--- src/lels_pkg.sv ---
// Shared types and constants for the little-endian lane steering block
package lels_pkg;

	// ------------------------------------------------------------
	// Widths and fixed positions
	// ------------------------------------------------------------
	localparam int          ADDR_W     = 32;
	localparam int          DATA_W     = 64;
	localparam int          LANES      = 8;
	localparam int          HALF_SHIFT = 32;
	localparam logic [2:0]  SECOND_OFS = 3'h4;

	// ------------------------------------------------------------
	// Reset values
	// ------------------------------------------------------------
	localparam logic [7:0]  STROBE_RST = 8'h00;
	localparam logic [63:0] DATA_RST   = 64'h0000_0000_0000_0000;
	localparam logic        READY_RST  = 1'b1;

	// Access size, coded as log2 of the byte count
	typedef enum logic [1:0] {
		LELS_BYTE = 2'h0,
		LELS_WORD = 2'h1,
		LELS_LONG = 2'h2,
		LELS_QUAD = 2'h3
	} lels_size_t;

	// Sequencer states, Gray along idle, first, second
	typedef enum logic [1:0] {
		LELS_IDLE = 2'h0,
		LELS_CYC1 = 2'h1,
		LELS_CYC2 = 2'h3
	} lels_state_t;

	// Request from the core side
	typedef struct packed {
		logic              write;
		lels_size_t        size;
		logic [ADDR_W-1:0] addr;
		logic [DATA_W-1:0] wdata;
	} lels_req_t;

	// One external bus cycle
	typedef struct packed {
		logic              write;
		logic [ADDR_W-1:0] addr;
		logic [LANES-1:0]  strobe;
		logic [DATA_W-1:0] data;
	} lels_cyc_t;

	// Bookkeeping that follows a bus cycle down the read pipeline
	typedef struct packed {
		logic       valid;
		logic       read;
		logic       hi;
		logic       last;
		logic [2:0] shift;
		lels_size_t size;
	} lels_trk_t;

endpackage

--- src/lels_lane_steer.sv ---
// Little-endian byte-lane steering for a 64-bit or 32-bit external bus
`timescale 1ns/1ps
`default_nettype none

module lels_lane_steer #(
	parameter int ADDR_W = lels_pkg::ADDR_W
) (
	input  wire logic                     core_clk,
	input  wire logic                     sys_rst,
	input  wire logic                     bus_is_64,
	input  wire logic                     req_valid,
	input  wire lels_pkg::lels_req_t      req,
	output logic                          req_ready,
	output logic                          rsp_valid,
	output logic [lels_pkg::DATA_W-1:0]   rsp_rdata,
	output logic [ADDR_W-1:0]             ext_addr,
	output logic                          ext_write,
	output logic [lels_pkg::LANES-1:0]    lane_write_strobe,
	output logic [lels_pkg::LANES-1:0]    lane_column_strobe,
	output logic [lels_pkg::LANES-1:0]    lane_data_mask,
	output logic [lels_pkg::DATA_W-1:0]   ext_data_out,
	output logic                          ext_data_oe,
	input  wire logic [lels_pkg::DATA_W-1:0] ext_data_in
);
	import lels_pkg::*;

	// ------------------------------------------------------------
	// Decoding helpers
	// ------------------------------------------------------------

	// Lanes covered by one access of the given size, from lane 0
	function automatic logic [7:0] size_lanes(input lels_size_t sz);
		case (sz)
			LELS_BYTE: size_lanes = 8'h01;
			LELS_WORD: size_lanes = 8'h03;
			LELS_LONG: size_lanes = 8'h0F;
			default:   size_lanes = 8'hFF;
		endcase
	endfunction

	// Bit mask of the value carried by one access of the given size
	function automatic logic [63:0] size_bits(input lels_size_t sz);
		case (sz)
			LELS_BYTE: size_bits = 64'h0000_0000_0000_00FF;
			LELS_WORD: size_bits = 64'h0000_0000_0000_FFFF;
			LELS_LONG: size_bits = 64'h0000_0000_FFFF_FFFF;
			default:   size_bits = 64'hFFFF_FFFF_FFFF_FFFF;
		endcase
	endfunction

	// Offset forced to the natural alignment of the size
	function automatic logic [2:0] align_ofs(input logic [2:0] ofs, input lels_size_t sz);
		case (sz)
			LELS_BYTE: align_ofs = ofs;
			LELS_WORD: align_ofs = {ofs[2:1], 1'b0};
			LELS_LONG: align_ofs = {ofs[2], 2'h0};
			default:   align_ofs = 3'h0;
		endcase
	endfunction

	// ------------------------------------------------------------
	// State
	// ------------------------------------------------------------
	lels_state_t         state_q, state_d;
	lels_cyc_t           cyc_q, cyc_d;
	lels_trk_t           trk_q, trk_d;
	lels_trk_t           trk1_q, trk2_q;
	lels_req_t           hold_q;
	logic                ready_q;
	logic [7:0]          wstb_q;
	logic                oe_q;
	logic                rsp_valid_q;
	logic [DATA_W-1:0]   rsp_rdata_q;
	logic [DATA_W-1:0]   acc_q;
	logic [DATA_W-1:0]   rd_s1_q, rd_s2_q;

	// ------------------------------------------------------------
	// First-cycle decode of the incoming request
	// ------------------------------------------------------------
	wire logic       take      = req_valid & ready_q;
	wire logic       split     = ~bus_is_64 & (req.size == LELS_QUAD);
	// A narrow bus cannot carry a quad at once, so each half travels as a long
	wire lels_size_t c1_size   = split ? LELS_LONG : req.size;
	// Narrow bus only sees the offset inside a four-byte group
	wire logic [2:0] c1_ofs_r  = bus_is_64 ? req.addr[2:0] : {1'b0, req.addr[1:0]};
	wire logic [2:0] c1_start  = align_ofs(c1_ofs_r, c1_size);
	wire logic [2:0] c1_aofs   = align_ofs(req.addr[2:0], req.size);
	wire logic [5:0] c1_bshift = {c1_start, 3'h0};
	// Strobes start at the first carrying lane and span only the access
	wire logic [7:0] c1_strobe = size_lanes(c1_size) << c1_start;
	// Low byte on the lowest lane used
	wire logic [63:0] c1_data  = (req.wdata & size_bits(c1_size)) << c1_bshift;
	wire logic [ADDR_W-1:0] c1_addr = {req.addr[ADDR_W-1:3], c1_aofs};

	// ------------------------------------------------------------
	// Second-cycle decode, used only by a quad on a narrow bus
	// ------------------------------------------------------------
	wire logic [ADDR_W-1:0] c2_addr = {hold_q.addr[ADDR_W-1:3], SECOND_OFS};
	wire logic [63:0] c2_data = hold_q.wdata >> HALF_SHIFT;
	wire logic [7:0]  c2_strobe = size_lanes(LELS_LONG);

	// ------------------------------------------------------------
	// Sequencer: one clock per bus cycle, no wait states
	// ------------------------------------------------------------
	always_comb begin
		state_d = state_q;
		cyc_d   = cyc_q;
		trk_d   = trk_q;
		case (state_q)
			LELS_IDLE: begin
				cyc_d.strobe = STROBE_RST;
				trk_d.valid  = 1'b0;
				if (take) begin
					state_d      = LELS_CYC1;
					cyc_d.write  = req.write;
					cyc_d.addr   = c1_addr;
					cyc_d.strobe = c1_strobe;
					cyc_d.data   = c1_data;
					trk_d.valid  = 1'b1;
					trk_d.read   = ~req.write;
					trk_d.hi     = 1'b0;
					trk_d.last   = ~split;
					trk_d.shift  = c1_start;
					trk_d.size   = c1_size;
				end
			end
			LELS_CYC1: begin
				if (~trk_q.last) begin
					state_d      = LELS_CYC2;
					cyc_d.addr   = c2_addr;
					cyc_d.strobe = c2_strobe;
					cyc_d.data   = c2_data;
					trk_d.hi     = 1'b1;
					trk_d.last   = 1'b1;
					trk_d.shift  = 3'h0;
				end else begin
					state_d      = LELS_IDLE;
					cyc_d.strobe = STROBE_RST;
					trk_d.valid  = 1'b0;
				end
			end
			LELS_CYC2: begin
				state_d      = LELS_IDLE;
				cyc_d.strobe = STROBE_RST;
				trk_d.valid  = 1'b0;
			end
			default: begin
				state_d      = LELS_IDLE;
				cyc_d.strobe = STROBE_RST;
				trk_d.valid  = 1'b0;
			end
		endcase
	end

	// Ready returns once the sequencer is about to sit idle again
	wire logic ready_d = (state_d == LELS_IDLE);

	// Write strobe and drive enable get flops of their own, so no pin sees gated logic
	wire logic [7:0] wstb_d = cyc_d.write ? cyc_d.strobe : STROBE_RST;
	wire logic       oe_d   = cyc_d.write & (cyc_d.strobe != STROBE_RST);

	// Sequencer and bus cycle registers
	always_ff @(posedge core_clk) begin
		if (sys_rst) begin
			state_q <= LELS_IDLE;
			cyc_q   <= '0;
			trk_q   <= '0;
			ready_q <= READY_RST;
			wstb_q  <= STROBE_RST;
			oe_q    <= 1'b0;
		end else begin
			state_q <= state_d;
			cyc_q   <= cyc_d;
			trk_q   <= trk_d;
			ready_q <= ready_d;
			wstb_q  <= wstb_d;
			oe_q    <= oe_d;
		end
	end

	// Request held for the second half of a split quad
	always_ff @(posedge core_clk) begin
		if (sys_rst) begin
			hold_q <= '0;
		end else if (take) begin
			hold_q <= req;
		end
	end

	// ------------------------------------------------------------
	// Read path: pin data crosses two flops, bookkeeping keeps pace
	// ------------------------------------------------------------
	always_ff @(posedge core_clk) begin
		if (sys_rst) begin
			rd_s1_q <= DATA_RST;
			rd_s2_q <= DATA_RST;
			trk1_q  <= '0;
			trk2_q  <= '0;
		end else begin
			rd_s1_q <= ext_data_in;
			rd_s2_q <= rd_s1_q;
			trk1_q  <= trk_q;
			trk2_q  <= trk1_q;
		end
	end

	// Pick the carrying lanes only; unstrobed lanes never reach the core
	wire logic [5:0]  rd_bshift = {trk2_q.shift, 3'h0};
	wire logic [63:0] rd_lanes  = (rd_s2_q >> rd_bshift) & size_bits(trk2_q.size);
	// Second half of a narrow quad lands in the upper word
	wire logic [63:0] rd_piece  = trk2_q.hi ? (rd_lanes << HALF_SHIFT) : rd_lanes;
	wire logic [63:0] rd_merged = (trk2_q.hi ? acc_q : DATA_RST) | rd_piece;
	wire logic        rd_step   = trk2_q.valid & trk2_q.read;

	// Response assembly; a pulse per completed read
	always_ff @(posedge core_clk) begin
		if (sys_rst) begin
			acc_q       <= DATA_RST;
			rsp_rdata_q <= DATA_RST;
			rsp_valid_q <= 1'b0;
		end else begin
			rsp_valid_q <= rd_step & trk2_q.last;
			if (rd_step) begin
				acc_q <= rd_merged;
			end
			if (rd_step & trk2_q.last) begin
				rsp_rdata_q <= rd_merged;
			end
		end
	end

	// ------------------------------------------------------------
	// Outputs, all straight from flops
	// ------------------------------------------------------------
	// Column strobe and mask cover reads and writes; write strobe only writes
	assign req_ready          = ready_q;
	assign rsp_valid          = rsp_valid_q;
	assign rsp_rdata          = rsp_rdata_q;
	assign ext_addr           = cyc_q.addr;
	assign ext_write          = cyc_q.write;
	assign lane_column_strobe = cyc_q.strobe;
	assign lane_data_mask     = cyc_q.strobe;
	assign lane_write_strobe  = wstb_q;
	assign ext_data_out       = cyc_q.data;
	assign ext_data_oe        = oe_q;

endmodule

`default_nettype wire

--- config.mk ---
export PLATFORM = sky130hd
export DESIGN_NAME = lels_lane_steer
export DESIGN_NICKNAME = d
export VERILOG_FILES = /design/src/lels_pkg.sv /design/src/lels_lane_steer.sv
export SDC_FILE = /design/constraint.sdc
export NUM_CORES = 1
export LEC_CHECK = 0
export ABC_AREA = 1
export BUFFER_PORTS_ARGS = -buffer_cell sky130_fd_sc_hd__clkbuf_2
export CORE_MARGIN = 5
export CORE_UTILIZATION = 52
export CTS_CLUSTER_SIZE = 20
export DETAILED_ROUTE_END_ITERATION = 10
export GPL_ROUTABILITY_DRIVEN = 0
export PLACE_DENSITY_LB_ADDON = 0.25
export SETUP_SLACK_MARGIN = 0.5
export SYNTH_ARGS = -nofsm -noshare
export SYNTH_HDL_FRONTEND = slang
export SYNTH_SLANG_ARGS = --single-unit
--- constraint.sdc ---
create_clock -name core_clk -period 3.54 [get_ports core_clk]
set_clock_uncertainty 0.05 [all_clocks]
set_input_delay 0.708 -clock core_clk [delete_from_list [all_inputs] [get_ports core_clk]]
set_output_delay 0.708 -clock core_clk [all_outputs]
set_load 0.005 [all_outputs]
==> run metrics <==
status finished clean; buffers plus inverters on the worst setup path 2; Slowest-stage cell, CP sky130_fd_sc_hd__nor2_2; Critical Path AT ~2.9 ns; average size of a mapped cell 7.06 um2; adder-cell share of the synthesized area 0%; share of the synthesized area in compound gates (AO/OA/AOI/OAI) about 13%; total core area ~36,000 um2; number of failing setup endpoints in the final timing report 0; Util after Layout roughly three fifths; top post-synthesis cells by area sky130_fd_sc_hd__dfxtp_1 49%, sky130_fd_sc_hd__nand2_1 13%, sky130_fd_sc_hd__nand3_1 7.7%; global route hottest layer met2; Worst EP required between 3 and 4 ns; measured slew at the worst slew-check pin 1.17 ns; Cells after Synth 2,654; post-synth top area cell sky130_fd_sc_hd__dfxtp_1; post-synthesis cell area around 19,000 um2; sum of internal, switching and leakage power roughly 12 mW; starting density of the core between 50% and 60%; fraction of synthesis flops using an asynchronous set or reset pin 0%; total number of nets in the final design between 3,000 and 4,000; vias in the first global route about 17,000; wire length of the first global-routing pass 90,800 um; pin count of the biggest net entering global routing 205; global-route track usage on met1 a little over a third; share of final-layout standard cells stronger than drive strength 1 16.5%; GR Util met3 6.60%; Peak Freq a little over 400 MHz; clock buffer count from CTS 46; Hold Buf Count CTS 0; number of warnings reported in the yosys synthesis log 0; number of placed I/O pins between 300 and 400; synthesized-area fraction occupied by xor and xnor cells 0%; global-route total usage across every layer 28.2%; Slew Limit Headroom 21.9%; half-perimeter wire length after detailed placement 40,600 um; average vias per placed instance 5.44; Syn Nets ~2,800; synth-to-layout area growth 17.6%; critical path, cell by cell nand2_2, nor3_2, nand2_1, nor2_2, buf_4, inv_1, o211ai_1; clock tree root driver cell sky130_fd_sc_hd__clkbuf_16; CP Capture Type flop; post-route clock period utilization about 70%; maximum buffer depth of the clock tree 3; final antenna diode count 0; setup repair after global routing missed its margin false; top cell type's share of synthesized area between 40% and 50%; ratio of total power to cell area 527 nW/um2; post-route ant nets 0; Worst Setup Start Kind flop; setup TNS after final layout 0 ns; Horiz. Die Dim approximately 200 um; number of clock sinks between 400 and 500; count of max-cap constraint violations 0; final wirelength between 50,000 and 60,000 um; sequential element share of the synthesized area between 40% and 50%; die area 39,900 um2; via count 18,500; type of the most critical hold path primary input to flop; post-route setup slack between 1 and 1.5 ns; multiplexer area fraction after synthesis 0%; Worst Hold Margin ~0.28 ns; CTS clk-pin slew, worst paths 0.06 ns; drt initial violations 1,914; leakage power summed over all cells 10.7 nW; # Post-CTS Setup Buffers 0; number of buffer cells added on primary ports around 350; DIE HEIGHT ~200 um; Critical Path Max Stage Delay 0.58 ns; combinational family with the most area after synthesis simple AND/OR/NAND/NOR gates; share of synthesized cell area in and, or, nand and nor gates between 20% and 30%; post-cts repair resize count 0; DRC violations left 0; worst voltage drop across the vdd grid approximately 0.4 mV; maximum fanout along the worst path 16; aggregate global routing overflow 0; count of state elements after synthesis 462; Worst Setup Path Type flop to flop; 1st-pass router iterations 6; Rows 69; met2 GRT Util 44.7%; Wirelength per Cell 17.1 um; Max Transition Viols Final 0; latest clock arrival within the worst-skew pair around 0.57 ns; initial antenna violation count 4; top cell family by delay on the critical path simple AND/OR/NAND/NOR gates; CTS tree yes; H-tree depth 2; number of failing hold endpoints at the final stage 0; Post-synth EDFFs 0; Cell variety after synth 28; pre-CTS WS roughly 0.69 ns; shortest clock period the worst path allows after layout approximately 2.5 ns; leading register cell type out of synthesis sky130_fd_sc_hd__dfxtp_1
-- worst register-to-register path, delay by kind of cell, from the launching register on --
family                 cells  cell delay [ns]
flip-flops                 1             0.38
AO/OA/AOI/OAI              1             0.20
AND/OR/NAND/NOR            4             1.27
buffers and inverters      2             0.50
-- logic make-up after synthesis --
logic type             after synthesis
buffers and inverters              439
flip-flops                         462
AO/OA/AOI/OAI                      449
AND/OR/NAND/NOR                   1304
-- placed cells by master, fill, tap and decap left out, types with 2 or more instances in the layout --
cell type and n:
sky130_fd_sc_hd__nand2_1 666, sky130_fd_sc_hd__nand4_1 15, sky130_fd_sc_hd__o21ai_2 10, sky130_fd_sc_hd__dfxtp_1 461, sky130_fd_sc_hd__clkbuf_16 47, sky130_fd_sc_hd__clkbuf_2 353, sky130_fd_sc_hd__inv_1 244, sky130_fd_sc_hd__inv_2 8
sky130_fd_sc_hd__o21a_1 2, sky130_fd_sc_hd__a31oi_1 28, sky130_fd_sc_hd__nor3_1 2, sky130_fd_sc_hd__bufinv_16 3, sky130_fd_sc_hd__buf_12 2, sky130_fd_sc_hd__o211ai_1 11, sky130_fd_sc_hd__nand3_1 290, sky130_fd_sc_hd__clkinv_1 2
sky130_fd_sc_hd__clkbuf_8 6, sky130_fd_sc_hd__a21oi_1 159, sky130_fd_sc_hd__buf_4 29, sky130_fd_sc_hd__nor2_2 6, sky130_fd_sc_hd__clkbuf_1 12, sky130_fd_sc_hd__a22oi_1 18, sky130_fd_sc_hd__clkinv_2 10, sky130_fd_sc_hd__nor2_1 319
sky130_fd_sc_hd__nand2_2 3, sky130_fd_sc_hd__o21ai_0 219
-- Yosys cell counts, types with 2 or more instances --
library cell and instances:
sky130_fd_sc_hd__a21oi_1 159, sky130_fd_sc_hd__a22oi_1 18, sky130_fd_sc_hd__a31oi_1 28, sky130_fd_sc_hd__buf_1 16
sky130_fd_sc_hd__buf_2 45, sky130_fd_sc_hd__buf_4 11, sky130_fd_sc_hd__clkbuf_1 111, sky130_fd_sc_hd__clkinv_1 3
sky130_fd_sc_hd__dfxtp_1 462, sky130_fd_sc_hd__inv_1 247, sky130_fd_sc_hd__inv_2 5, sky130_fd_sc_hd__nand2_1 667
sky130_fd_sc_hd__nand2_2 2, sky130_fd_sc_hd__nand3_1 290, sky130_fd_sc_hd__nand4_1 15, sky130_fd_sc_hd__nor2_1 322
sky130_fd_sc_hd__nor2_2 3, sky130_fd_sc_hd__nor3_1 2, sky130_fd_sc_hd__o211ai_1 11, sky130_fd_sc_hd__o21a_1 2
sky130_fd_sc_hd__o21ai_0 219, sky130_fd_sc_hd__o21ai_2 10
-- final cells by class --
type	count	area, um2
clock buffers	65	1300
multi-input cells	1753	7750
inverters	255	960
fillers	3250	13500
repair buffers	385	2040
clock inverters	15	156
flip-flops and latches	462	9250
well taps	461	577
-- flip-flops by register name, indices dropped and copies added, names as in the netlist --
name,flops
req_ready,1
trk1_q,9
ext_data_out,64
c2_addr,29
rsp_valid,1
trk2_q,6
rd_s2_q,64
c2_data,32
lane_write_strobe,8
rd_s1_q,64
ext_data_oe,1
ext_write,1
ext_addr,32
state_q,2
rsp_rdata,64
lane_column_strobe,8
rd_bshift,3
trk_q,9
acc_q,64
-- routing by layer --
layer	routed length, um	part of all wire [%]
met5	60	0.10
met4	3060	5.3
met3	5390	9.3
met2	26800	46
met1	22900	39
-- through the flow --
stage	area (um2)	cells
2_1_floorplan	18700	2654
3_3_place_gp	20600	3316
3_5_place_dp	20600	3316
4_1_cts	22000	3396
5_1_grt	22000	3396
6_report	22000	3396
-- path summary, 6_finish.rpt --
check	slack [ns]	depth (start not counted)	endpoint	from
worst min register to register	0.35	2	rd_bshift[3]$_SDFF_PP0_	trk1_q[2]$_SDFF_PP0_
worst min-delay path	0.28	3	rd_s1_q[33]$_SDFF_PP0_	ext_data_in[33]
worst max-delay path	1.07	7	ext_data_out[20]$_SDFFE_PP0P_	req_ready$_SDFF_PP1_
worst max register to register	1.07	7	ext_data_out[20]$_SDFFE_PP0P_	req_ready$_SDFF_PP1_
-- power breakdown --
group	switching (mW)	internal (mW)	total (mW)
clock network	2.01	2.78	4.78
logic	0.807	0.395	1.20
registers	0.147	5.47	5.61
No activity file was read; power rests on OpenSTA's default activity.
